==> src/rtl/fcq_pkg.sv <==
// Notes on behaviour
// - Query command 98h at 55h enters query.
// - Query holds until reset command; then array.
// - Query command also accepted from autoselect mode.
// - Words 10h-12h read 0051h, 0052h, 0059h.
// - Command set identifier: 0002h, 0000h.
// - Extended table pointer: 0040h, 0000h.
// - Words 17h to 1Ah read zero.
// - Supply minimum 0017h, maximum 0019h.
// - Programming supply words 1Dh, 1Eh read zero.
// - Typical timeouts: 0004h, 0000h, 0009h, 0000h.
// - Maximum timeout multipliers: 0004h, 0000h, 0004h, 0000h.
// - Device size word reads 0016h.
// - Interface 0001h, 0000h; multi-byte write zero.
// - Erase region count reads 0003h.
// - Regions 1, 3 descriptors; region 4 zero.
// - Region 2 reads 003Dh, 0000h, 0000h, 0001h.
// - Extended table string and version words.
// - Feature words 45h to 49h, 50h.
// - Sector count, burst, page mode words.
// - Acceleration supply minimum 00B5h, maximum 00C5h.
// - Boot flag 02h bottom, 03h top.
// - Bank count and per-bank sector counts.
package fcq_pkg;

    ////////////////////////////////////////////////////////////////////////////
    // Bus geometry.
    ////////////////////////////////////////////////////////////////////////////

    // Word address width of a 2M x 16 array.
    localparam int FCQ_ADDR_W = 21;
    // Data bus width.
    localparam int FCQ_DATA_W = 16;
    // Width of the command byte and of the decoded address slice.
    localparam int FCQ_CMD_W  = 8;

    ////////////////////////////////////////////////////////////////////////////
    // Commands.
    ////////////////////////////////////////////////////////////////////////////

    // Query command byte and the word address it must be written to.
    localparam logic [7:0] FCQ_CMD_QUERY = 8'h98;
    localparam logic [7:0] FCQ_CMD_ADDR  = 8'h55;
    // Reset command byte; its address is a don't care.
    localparam logic [7:0] FCQ_CMD_RESET = 8'hf0;

    ////////////////////////////////////////////////////////////////////////////
    // Query table.
    ////////////////////////////////////////////////////////////////////////////

    // First and last word address of the table.
    localparam logic [FCQ_ADDR_W-1:0] FCQ_TBL_FIRST = 21'h000010;
    localparam logic [FCQ_ADDR_W-1:0] FCQ_TBL_LAST  = 21'h00005b;
    // Number of entries, 10h through 5Bh.
    localparam int FCQ_TBL_N = 76;
    // Word address of the boot-location flag.
    localparam logic [FCQ_ADDR_W-1:0] FCQ_BOOT_ADDR = 21'h00004f;
    // Boot-location flag values.
    localparam logic [7:0] FCQ_BOOT_BOTTOM = 8'h02;
    localparam logic [7:0] FCQ_BOOT_TOP    = 8'h03;
    // Reset value of the data output.
    localparam logic [FCQ_DATA_W-1:0] FCQ_DOUT_RST = 16'h0000;

    // Low bytes of the table, index 0 being word 10h. The boot flag slot holds
    // zero here and is filled from the variant by the lookup.
    localparam logic [7:0] FCQ_TABLE [0:FCQ_TBL_N-1] = '{
        8'h51, 8'h52, 8'h59,                        // 10h-12h
        8'h02, 8'h00, 8'h40, 8'h00,                 // 13h-16h
        8'h00, 8'h00, 8'h00, 8'h00,                 // 17h-1Ah
        8'h17, 8'h19, 8'h00, 8'h00,                 // 1Bh-1Eh
        8'h04, 8'h00, 8'h09, 8'h00,                 // 1Fh-22h
        8'h04, 8'h00, 8'h04, 8'h00,                 // 23h-26h
        8'h16, 8'h01, 8'h00, 8'h00, 8'h00, 8'h03,   // 27h-2Ch
        8'h03, 8'h00, 8'h40, 8'h00,                 // 2Dh-30h
        8'h3d, 8'h00, 8'h00, 8'h01,                 // 31h-34h
        8'h03, 8'h00, 8'h40, 8'h00,                 // 35h-38h
        8'h00, 8'h00, 8'h00, 8'h00,                 // 39h-3Ch
        8'h00, 8'h00, 8'h00,                        // 3Dh-3Fh
        8'h50, 8'h52, 8'h49, 8'h31, 8'h33,          // 40h-44h
        8'h04, 8'h02, 8'h01, 8'h00, 8'h05,          // 45h-49h
        8'h33, 8'h01, 8'h00,                        // 4Ah-4Ch
        8'hb5, 8'hc5, 8'h00, 8'h00,                 // 4Dh-50h
        8'h00, 8'h00, 8'h00, 8'h00, 8'h00, 8'h00,   // 51h-56h
        8'h04, 8'h13, 8'h10, 8'h10, 8'h13           // 57h-5Bh
    };

    // Query mode of the responder.
    typedef enum logic {
        FCQ_MODE_ARRAY,
        FCQ_MODE_QUERY
    } fcq_mode_t;

endpackage

==> src/rtl/fcq_sync.sv <==
`timescale 1ns/1ps
// Two-stage synchroniser for a group of pin levels.
module fcq_sync
    import fcq_pkg::*;
#(
    parameter int         W       = 1,
    parameter logic [W-1:0] RST_VAL = '0
) (
    // Clock and reset.
    input  wire logic         clk_in,
    input  wire logic         sys_rst_in,
    // Pin side.
    input  wire logic [W-1:0] pins_in,
    // Clock side.
    output logic      [W-1:0] sync_out
);

    // First stage; read only by the second stage.
    logic [W-1:0] meta_reg;

    // Both stages reset to the idle level of the pins.
    always_ff @(posedge clk_in or posedge sys_rst_in) begin
        if (sys_rst_in) begin
            meta_reg <= RST_VAL;
            sync_out <= RST_VAL;
        end else begin
            meta_reg <= pins_in;
            sync_out <= meta_reg;
        end
    end

endmodule // fcq_sync

==> src/rtl/fcq_table.sv <==
`timescale 1ns/1ps
// Combinational lookup of the query table.
module fcq_table
    import fcq_pkg::*;
#(
    parameter logic BOOT_TOP = 1'b0
) (
    // Word address.
    input  wire logic [FCQ_ADDR_W-1:0] addr_in,
    // Table word.
    output logic      [FCQ_DATA_W-1:0] data_out
);

    // Offset into the table, valid only inside the listed range.
    logic [FCQ_ADDR_W-1:0] offset;

    // Listed words carry the value on the low byte, the high byte is zero.
    always_comb begin
        offset = addr_in - FCQ_TBL_FIRST;
        if (addr_in == FCQ_BOOT_ADDR) begin
            // The boot flag depends on the built variant.
            data_out = {8'h00, (BOOT_TOP ? FCQ_BOOT_TOP : FCQ_BOOT_BOTTOM)};
        end else if (addr_in >= FCQ_TBL_FIRST && addr_in <= FCQ_TBL_LAST) begin
            data_out = {8'h00, FCQ_TABLE[offset[6:0]]};
        end else begin
            // Anything outside the table reads as zero.
            data_out = '0;
        end
    end

endmodule // fcq_table

==> src/rtl/fcq_top.sv <==
`timescale 1ns/1ps
// Query-mode responder of a 16-bit parallel flash.
//
// The host drives ordinary asynchronous write and read cycles on the pins. All
// pins are sampled on clk_in, so a cycle must stay valid for several clock
// periods; at 250 MHz the documented access times leave ample room.
module fcq_top
    import fcq_pkg::*;
#(
    // Boot-location variant: 0 bottom boot, 1 top boot.
    parameter logic BOOT_TOP = 1'b0
) (
    // Clock and reset.
    input  wire logic                  clk_in,
    input  wire logic                  sys_rst_in,
    // Flash bus pins from the host.
    input  wire logic                  chip_en_n_in,
    input  wire logic                  write_en_n_in,
    input  wire logic                  out_en_n_in,
    input  wire logic [FCQ_ADDR_W-1:0] addr_in,
    input  wire logic [FCQ_DATA_W-1:0] dq_in,
    // Data pins toward the host.
    output logic      [FCQ_DATA_W-1:0] dq_out,
    output logic                       dq_oe_out,
    // Device state from the surrounding command logic.
    input  wire logic                  array_ready_in,
    input  wire logic                  autoselect_mode_in,
    // Mode flag.
    output logic                       query_mode_out
);

    ////////////////////////////////////////////////////////////////////////////
    // Pin synchronisers.
    ////////////////////////////////////////////////////////////////////////////

    // Width of the synchronised pin group: three strobes, address and data.
    localparam int PIN_W = 3 + FCQ_ADDR_W + FCQ_DATA_W;
    // Strobes idle high, address and data idle low.
    localparam logic [PIN_W-1:0] PIN_IDLE = {3'b111, {(FCQ_ADDR_W + FCQ_DATA_W){1'b0}}};

    // Synchronised pin group.
    logic [PIN_W-1:0] pins_sync;
    // Synchronised chip enable, active low.
    logic ce_n_s;
    // Synchronised write enable, active low.
    logic we_n_s;
    // Synchronised output enable, active low.
    logic oe_n_s;
    // Synchronised address.
    logic [FCQ_ADDR_W-1:0] addr_s;
    // Synchronised data input.
    logic [FCQ_DATA_W-1:0] dq_s;

    // Every pin passes two flip-flops before the logic looks at it.
    fcq_sync #(
        .W       (PIN_W),
        .RST_VAL (PIN_IDLE)
    ) u_sync (
        .clk_in     (clk_in),
        .sys_rst_in (sys_rst_in),
        .pins_in    ({chip_en_n_in, write_en_n_in, out_en_n_in, addr_in, dq_in}),
        .sync_out   (pins_sync)
    );

    // Split the group back into its fields.
    assign {ce_n_s, we_n_s, oe_n_s, addr_s, dq_s} = pins_sync;

    ////////////////////////////////////////////////////////////////////////////
    // Table lookup.
    ////////////////////////////////////////////////////////////////////////////

    // Table word for the current synchronised address.
    logic [FCQ_DATA_W-1:0] table_word;

    // The lookup is pure logic; the output flop below registers it.
    fcq_table #(
        .BOOT_TOP (BOOT_TOP)
    ) u_table (
        .addr_in  (addr_s),
        .data_out (table_word)
    );

    ////////////////////////////////////////////////////////////////////////////
    // State.
    ////////////////////////////////////////////////////////////////////////////

    // All state of the responder in one record.
    typedef struct packed {
        fcq_mode_t              mode;     // Array or query mode.
        logic                   we_prev;  // Write enable level one cycle back.
        logic [FCQ_CMD_W-1:0]   wr_addr;  // Low address byte held during a write.
        logic [FCQ_CMD_W-1:0]   wr_data;  // Command byte held during a write.
        logic [FCQ_DATA_W-1:0]  dout;     // Data driven toward the host.
        logic                   doe;      // Data output enable.
        logic                   wr_armed; // A capture was made in this write pulse.
    } fcq_state_t;

    // Registered state.
    fcq_state_t st_reg;
    // Next state.
    fcq_state_t st_next;

    // A write cycle completes on the rising write enable while chip enable is low.
    logic wr_done;
    // A read cycle is active while chip and output enables are both low and write enable is high.
    logic rd_active;
    // The completed write carried the query command at its address.
    logic is_query_cmd;
    // The completed write carried the reset command.
    logic is_reset_cmd;
    // The device is in a mode from which the query command is accepted.
    logic can_enter;

    // Decode of the bus cycle and of the command byte.
    always_comb begin
        wr_done      = we_n_s && !st_reg.we_prev && !ce_n_s && st_reg.wr_armed;
        rd_active    = !ce_n_s && !oe_n_s && we_n_s;
        is_query_cmd = wr_done && (st_reg.wr_data == FCQ_CMD_QUERY)
                       && (st_reg.wr_addr == FCQ_CMD_ADDR);
        is_reset_cmd = wr_done && (st_reg.wr_data == FCQ_CMD_RESET);
        can_enter    = array_ready_in || autoselect_mode_in;
    end

    ////////////////////////////////////////////////////////////////////////////
    // Next-state logic.
    ////////////////////////////////////////////////////////////////////////////

    // Writes are captured while they stand and acted on when the strobe rises,
    // which is where a parallel flash latches its command data.
    always_comb begin
        st_next         = st_reg;
        st_next.we_prev = we_n_s;

        // A strobe rise counts only after a capture in the same pulse, so a
        // stale command byte is never applied a second time.
        if (we_n_s) begin
            st_next.wr_armed = 1'b0;
        end

        // Hold address and data while the write strobe is low; the last value
        // before the rising edge is the one that counts.
        if (!we_n_s && !ce_n_s) begin
            st_next.wr_addr = addr_s[FCQ_CMD_W-1:0];
            st_next.wr_data = dq_s[FCQ_CMD_W-1:0];
            st_next.wr_armed = 1'b1;
        end

        // Mode transitions.
        case (st_reg.mode)
            FCQ_MODE_ARRAY: begin
                // Entry from array reads or from autoselect mode.
                if (is_query_cmd && can_enter) begin
                    st_next.mode = FCQ_MODE_QUERY;
                end
            end
            FCQ_MODE_QUERY: begin
                // Only the reset command leaves; other writes are ignored.
                if (is_reset_cmd) begin
                    st_next.mode = FCQ_MODE_ARRAY;
                end
            end
            default: begin
                st_next.mode = FCQ_MODE_ARRAY;
            end
        endcase

        // Reads in query mode return the table word. Outside query mode the
        // array path owns the data pins, so this block stays off them.
        if (st_reg.mode == FCQ_MODE_QUERY && rd_active) begin
            st_next.dout = table_word;
            st_next.doe  = 1'b1;
        end else begin
            st_next.dout = FCQ_DOUT_RST;
            st_next.doe  = 1'b0;
        end
    end

    ////////////////////////////////////////////////////////////////////////////
    // State register.
    ////////////////////////////////////////////////////////////////////////////

    // A hardware reset returns the device to array reads.
    always_ff @(posedge clk_in or posedge sys_rst_in) begin
        if (sys_rst_in) begin
            st_reg.mode    <= FCQ_MODE_ARRAY;
            st_reg.we_prev <= 1'b1;
            st_reg.wr_addr <= 8'h00;
            st_reg.wr_data <= 8'h00;
            st_reg.dout    <= FCQ_DOUT_RST;
            st_reg.doe     <= 1'b0;
            st_reg.wr_armed <= 1'b0;
        end else begin
            st_reg <= st_next;
        end
    end

    ////////////////////////////////////////////////////////////////////////////
    // Outputs.
    ////////////////////////////////////////////////////////////////////////////

    // Every output is a flop of the state record.
    assign dq_out         = st_reg.dout;
    assign dq_oe_out      = st_reg.doe;
    assign query_mode_out = (st_reg.mode == FCQ_MODE_QUERY);
endmodule // fcq_top

==> config.mk <==
export PLATFORM = sky130hd
export DESIGN_NAME = fcq_top
export DESIGN_NICKNAME = d
export VERILOG_FILES = /design/src/rtl/fcq_pkg.sv /design/src/rtl/fcq_sync.sv /design/src/rtl/fcq_table.sv /design/src/rtl/fcq_top.sv
export SDC_FILE = /design/constraint.sdc
export NUM_CORES = 1
export LEC_CHECK = 0
export ABC_AREA = 1
export BUFFER_PORTS_ARGS = -buffer_cell sky130_fd_sc_hd__buf_2
export CORE_ASPECT_RATIO = 2
export CORE_MARGIN = 1
export CORE_UTILIZATION = 55
export DETAILED_ROUTE_END_ITERATION = 8
export PLACE_DENSITY = 0.78
export SKIP_CTS_REPAIR_TIMING = 1
export SLEW_MARGIN = 15
export SYNTH_ARGS = -nofsm -noshare
export SYNTH_HDL_FRONTEND = slang
export SYNTH_SLANG_ARGS = --single-unit
export TNS_END_PERCENT = 100
==> constraint.sdc <==
create_clock -name clk_in -period 3.6 [get_ports clk_in]
set_input_delay 0.72 -clock clk_in [delete_from_list [all_inputs] [get_ports clk_in]]
set_output_delay 0.72 -clock clk_in [all_outputs]
set_load 0.005 [all_outputs]
==> impl_metrics.csv <==
group,metric,value,unit
worst_setup_path,cp.arrival,2.53,ns
layout,nFillCells,536,
global_route,grt_pass1_wl,10.6,mm
cts,insertion_delay,0.33,ns
timing,min_period,2.31,ns
layout,final_core_util,63.7,%
synth,synth_area,3730,sq um
layout,area_delta_synth_final,12.1,%
worst_setup_path,critPathMaxFanout,14,
layout,n_antenna_cell,0,
timing,whs,0.340,ns
power,p_leak,1.97,nW
timing,setup_tns,0,ns
synth,yosys_warnings,0,
power,power.internal,1.65,mW
placement,place_inst,458,
synth,seq_area_frac_synth,61.9,%
placement,gp_congestion,0.938,
cts,cts_tree,"done",
global_route,grt_overflow,0,
power,clock_power_share,39.6,%
cts,ctsHtreeMaxLevel,3,
layout,final_common_cell,"dfrtp_1",
worst_setup_path,critPathKind,"reg -> reg",
global_route,antenna_found_initial,0,
layout,stdcell_area,4180,sq um
synth,synth_seq_cells,92,
layout,drive_gt1_share,26.2,%
route,vias,2369,
global_route,first_global_vias,2332,
hold_path,min_path_type,"reg -> reg",
layout,layout_common_cells,"dfrtp_1 (85), nand2_1 (50), buf_2 (45), nor2_1 (30), nand3_1 (23)",
timing,fmax,433,MHz
floorplan,die_x,60.3,um
worst_setup_path,crit_required,3.82,ns
synth,syn_area_per_cell,10.9,sq um
worst_setup_path,cp-endpoint,"dq_out[4]",
synth,synth.distinct_cells,38,
cts,clkSinkCount,92,
power,vdd_drop_max,0.000461,V
cts,cts-root-buf,"clkbuf_16",
power,p_comb_share,7.6,%
floorplan,die-area,7140,sq um
route,drt_first_iter_violations,101,
worst_setup_path,end_kind,"flop",
power,switching_power,0.500,mW
cts,clk_pin_slew,0.06,ns
global_route,track_usage,20.6,%
synth,synth_edf_count,0,
power,seqPwrFrac,52.8,%
synth,synthFlopType,"dfrtp_1",
layout,layout.cells.non_filler,474,
global_route,grt_start_max_net_pins,42,
placement,placed_area,3910,sq um
timing,final_max_slew_viol_count,0,
worst_setup_path,crit_start,"u_sync.sync_out[20]",
power,power,2.15,mW
timing,finalHoldViolations,0,
cts,cts_buffers,9,
timing,rsz0062_at_grt,"false",
placement,post-place-ws,1.32,ns
route,wl_per_cell,13.2,um
power,switching_share,23.3,%
worst_setup_path,critPathLaunchType,"flop",
worst_setup_path,r2r_start,"u_sync.sync_out[20]",
floorplan,initial_utilization,56.8,%
route,first_pass_iters,4,
timing,post-route-period-util,64.1,%
worst_setup_path,r2r-end,"dq_out[4]",
route,drcViolationCount,0,
placement,port_buffers,45,
route,ant_nets,0,
timing,skew,0.00822,ns
layout,nets,434,
timing,worst_pin_slew,0.861,ns
placement,post-dp-hpwl,4.70,mm
route,viasPerCell,5.00,
synth,async_flop_share,100,%
floorplan,ios,62,
floorplan,core,6570,sq um
floorplan,num_rows,42,
run,cap_violations,0,
floorplan,fp.dieH,119,um
worst_setup_path,worst_r2r_path_depth,7,
outcome,status,"finished, final reports clean",
timing,worst_slack,1.29,ns
cts,clockBufferDepth,2,
worst_setup_path,reg2reg_slack,1.29,ns
synth,netlist_instances,341,
timing,max_slew_margin,42.6,%
route,wl,6.27,mm
timing,setup_viol,0,
power,power_density,513,nW/um^2
[layer usage]
metal	wire length, um	part of all wire, %	vias to the layer above	track usage (%)
li1	-	-	1168	-
met1	2390	38	1108	23.9
met2	3390	54	74	32.8
met3	224	3.6	19	4.27
met4	264	4.2	0	13.5
met5	0	0	-	0
[final cells by class]
| type | count | area, sq um | share of cell area, % |
|---|---|---|---|
| Sequential cell | 92 | 2310 | 55.2 |
| Timing Repair Buffer | 48 | 248 | 5.92 |
| Multi-Input combinational cell | 202 | 1130 | 26.9 |
| Inverter | 28 | 114 | 2.72 |
| Clock buffer | 13 | 250 | 5.98 |
| Tap cell | 88 | 110 | 2.63 |
| Clock inverter | 3 | 23.8 | 0.568 |
[how the worst min path moves through the flow]
| stage | end | cells past startpoint | slack [ns] | start |
|---|---|---|---|---|
| 2_1_floorplan | u_sync.sync_out[0] | 0 | 0.33 | u_sync.meta_reg[0] |
| 3_3_place_gp | u_sync.sync_out[0] | 0 | 0.33 | u_sync.meta_reg[0] |
| 6_report | u_sync.sync_out[30] | 0 | 0.34 | u_sync.meta_reg[30] |
| 5_1_grt | u_sync.sync_out[20] | 0 | 0.35 | u_sync.meta_reg[20] |
| 3_5_place_dp | u_sync.sync_out[21] | 0 | 0.33 | u_sync.meta_reg[21] |
| 4_1_cts | u_sync.sync_out[30] | 0 | 0.34 | u_sync.meta_reg[30] |
[worst max-delay path, cell delays in order (launching register included)]
cell and delay, ns:
dfrtp_1 0.62, inv_1 0.32, ha_1 0.46, clkinv_1 0.26, nand3_1 0.23, a21oi_1 0.06
a211oi_1 0.18, nor2_1 0.06
[cells by family (layout without fill, tap and decap cells)]
kind of cell / after synthesis / after routing / share of synthesized area (%)
other cells: 1 / 8 / 0.100
simple gates: 132 / 132 / 17.2
flops: 92 / 92 / 61.9
buf+inv: 54 / 92 / 8.58
xor+xnor: 1 / 1 / 0.235
mux: 3 / 3 / 0.905
fa+ha+maj: 9 / 9 / 3.02
compound gates: 49 / 49 / 8.05
[power by group through the flow]
stage                     Combinational, mW  Clock (mW)  Sequential [mW]
after floorplan                       0.135           0             1.13
after global placement                0.160           0             1.15
after detailed placement              0.164           0             1.15
after CTS                             0.165       0.865             1.13
after global routing                  0.185       0.917             1.14
final                                 0.163       0.850             1.13
[cell usage after synthesis (3+ instances only)]
cell | n | share of area, %
dfrtp_1 | 85 | 57
nand2_1 | 50 | 5.0
nor2_1 | 30 | 3.0
inv_1 | 23 | 2.3
nand3_1 | 23 | 3.1
a21oi_1 | 20 | 2.7
buf_4 | 18 | 3.6
o21ai_0 | 14 | 1.9
ha_1 | 9 | 3.0
dfstp_2 | 7 | 4.9
o211ai_1 | 6 | 1.2
nand2_2 | 5 | 0.84
buf_6 | 4 | 1.2
nand4_1 | 4 | 0.67
o21ai_2 | 4 | 0.94
inv_2 | 3 | 0.30
mux2_2 | 3 | 0.91
nand3_2 | 3 | 0.80
nor3_1 | 3 | 0.40
nor4_1 | 3 | 0.50
Note: power is estimated with default switching activity, not from simulation.
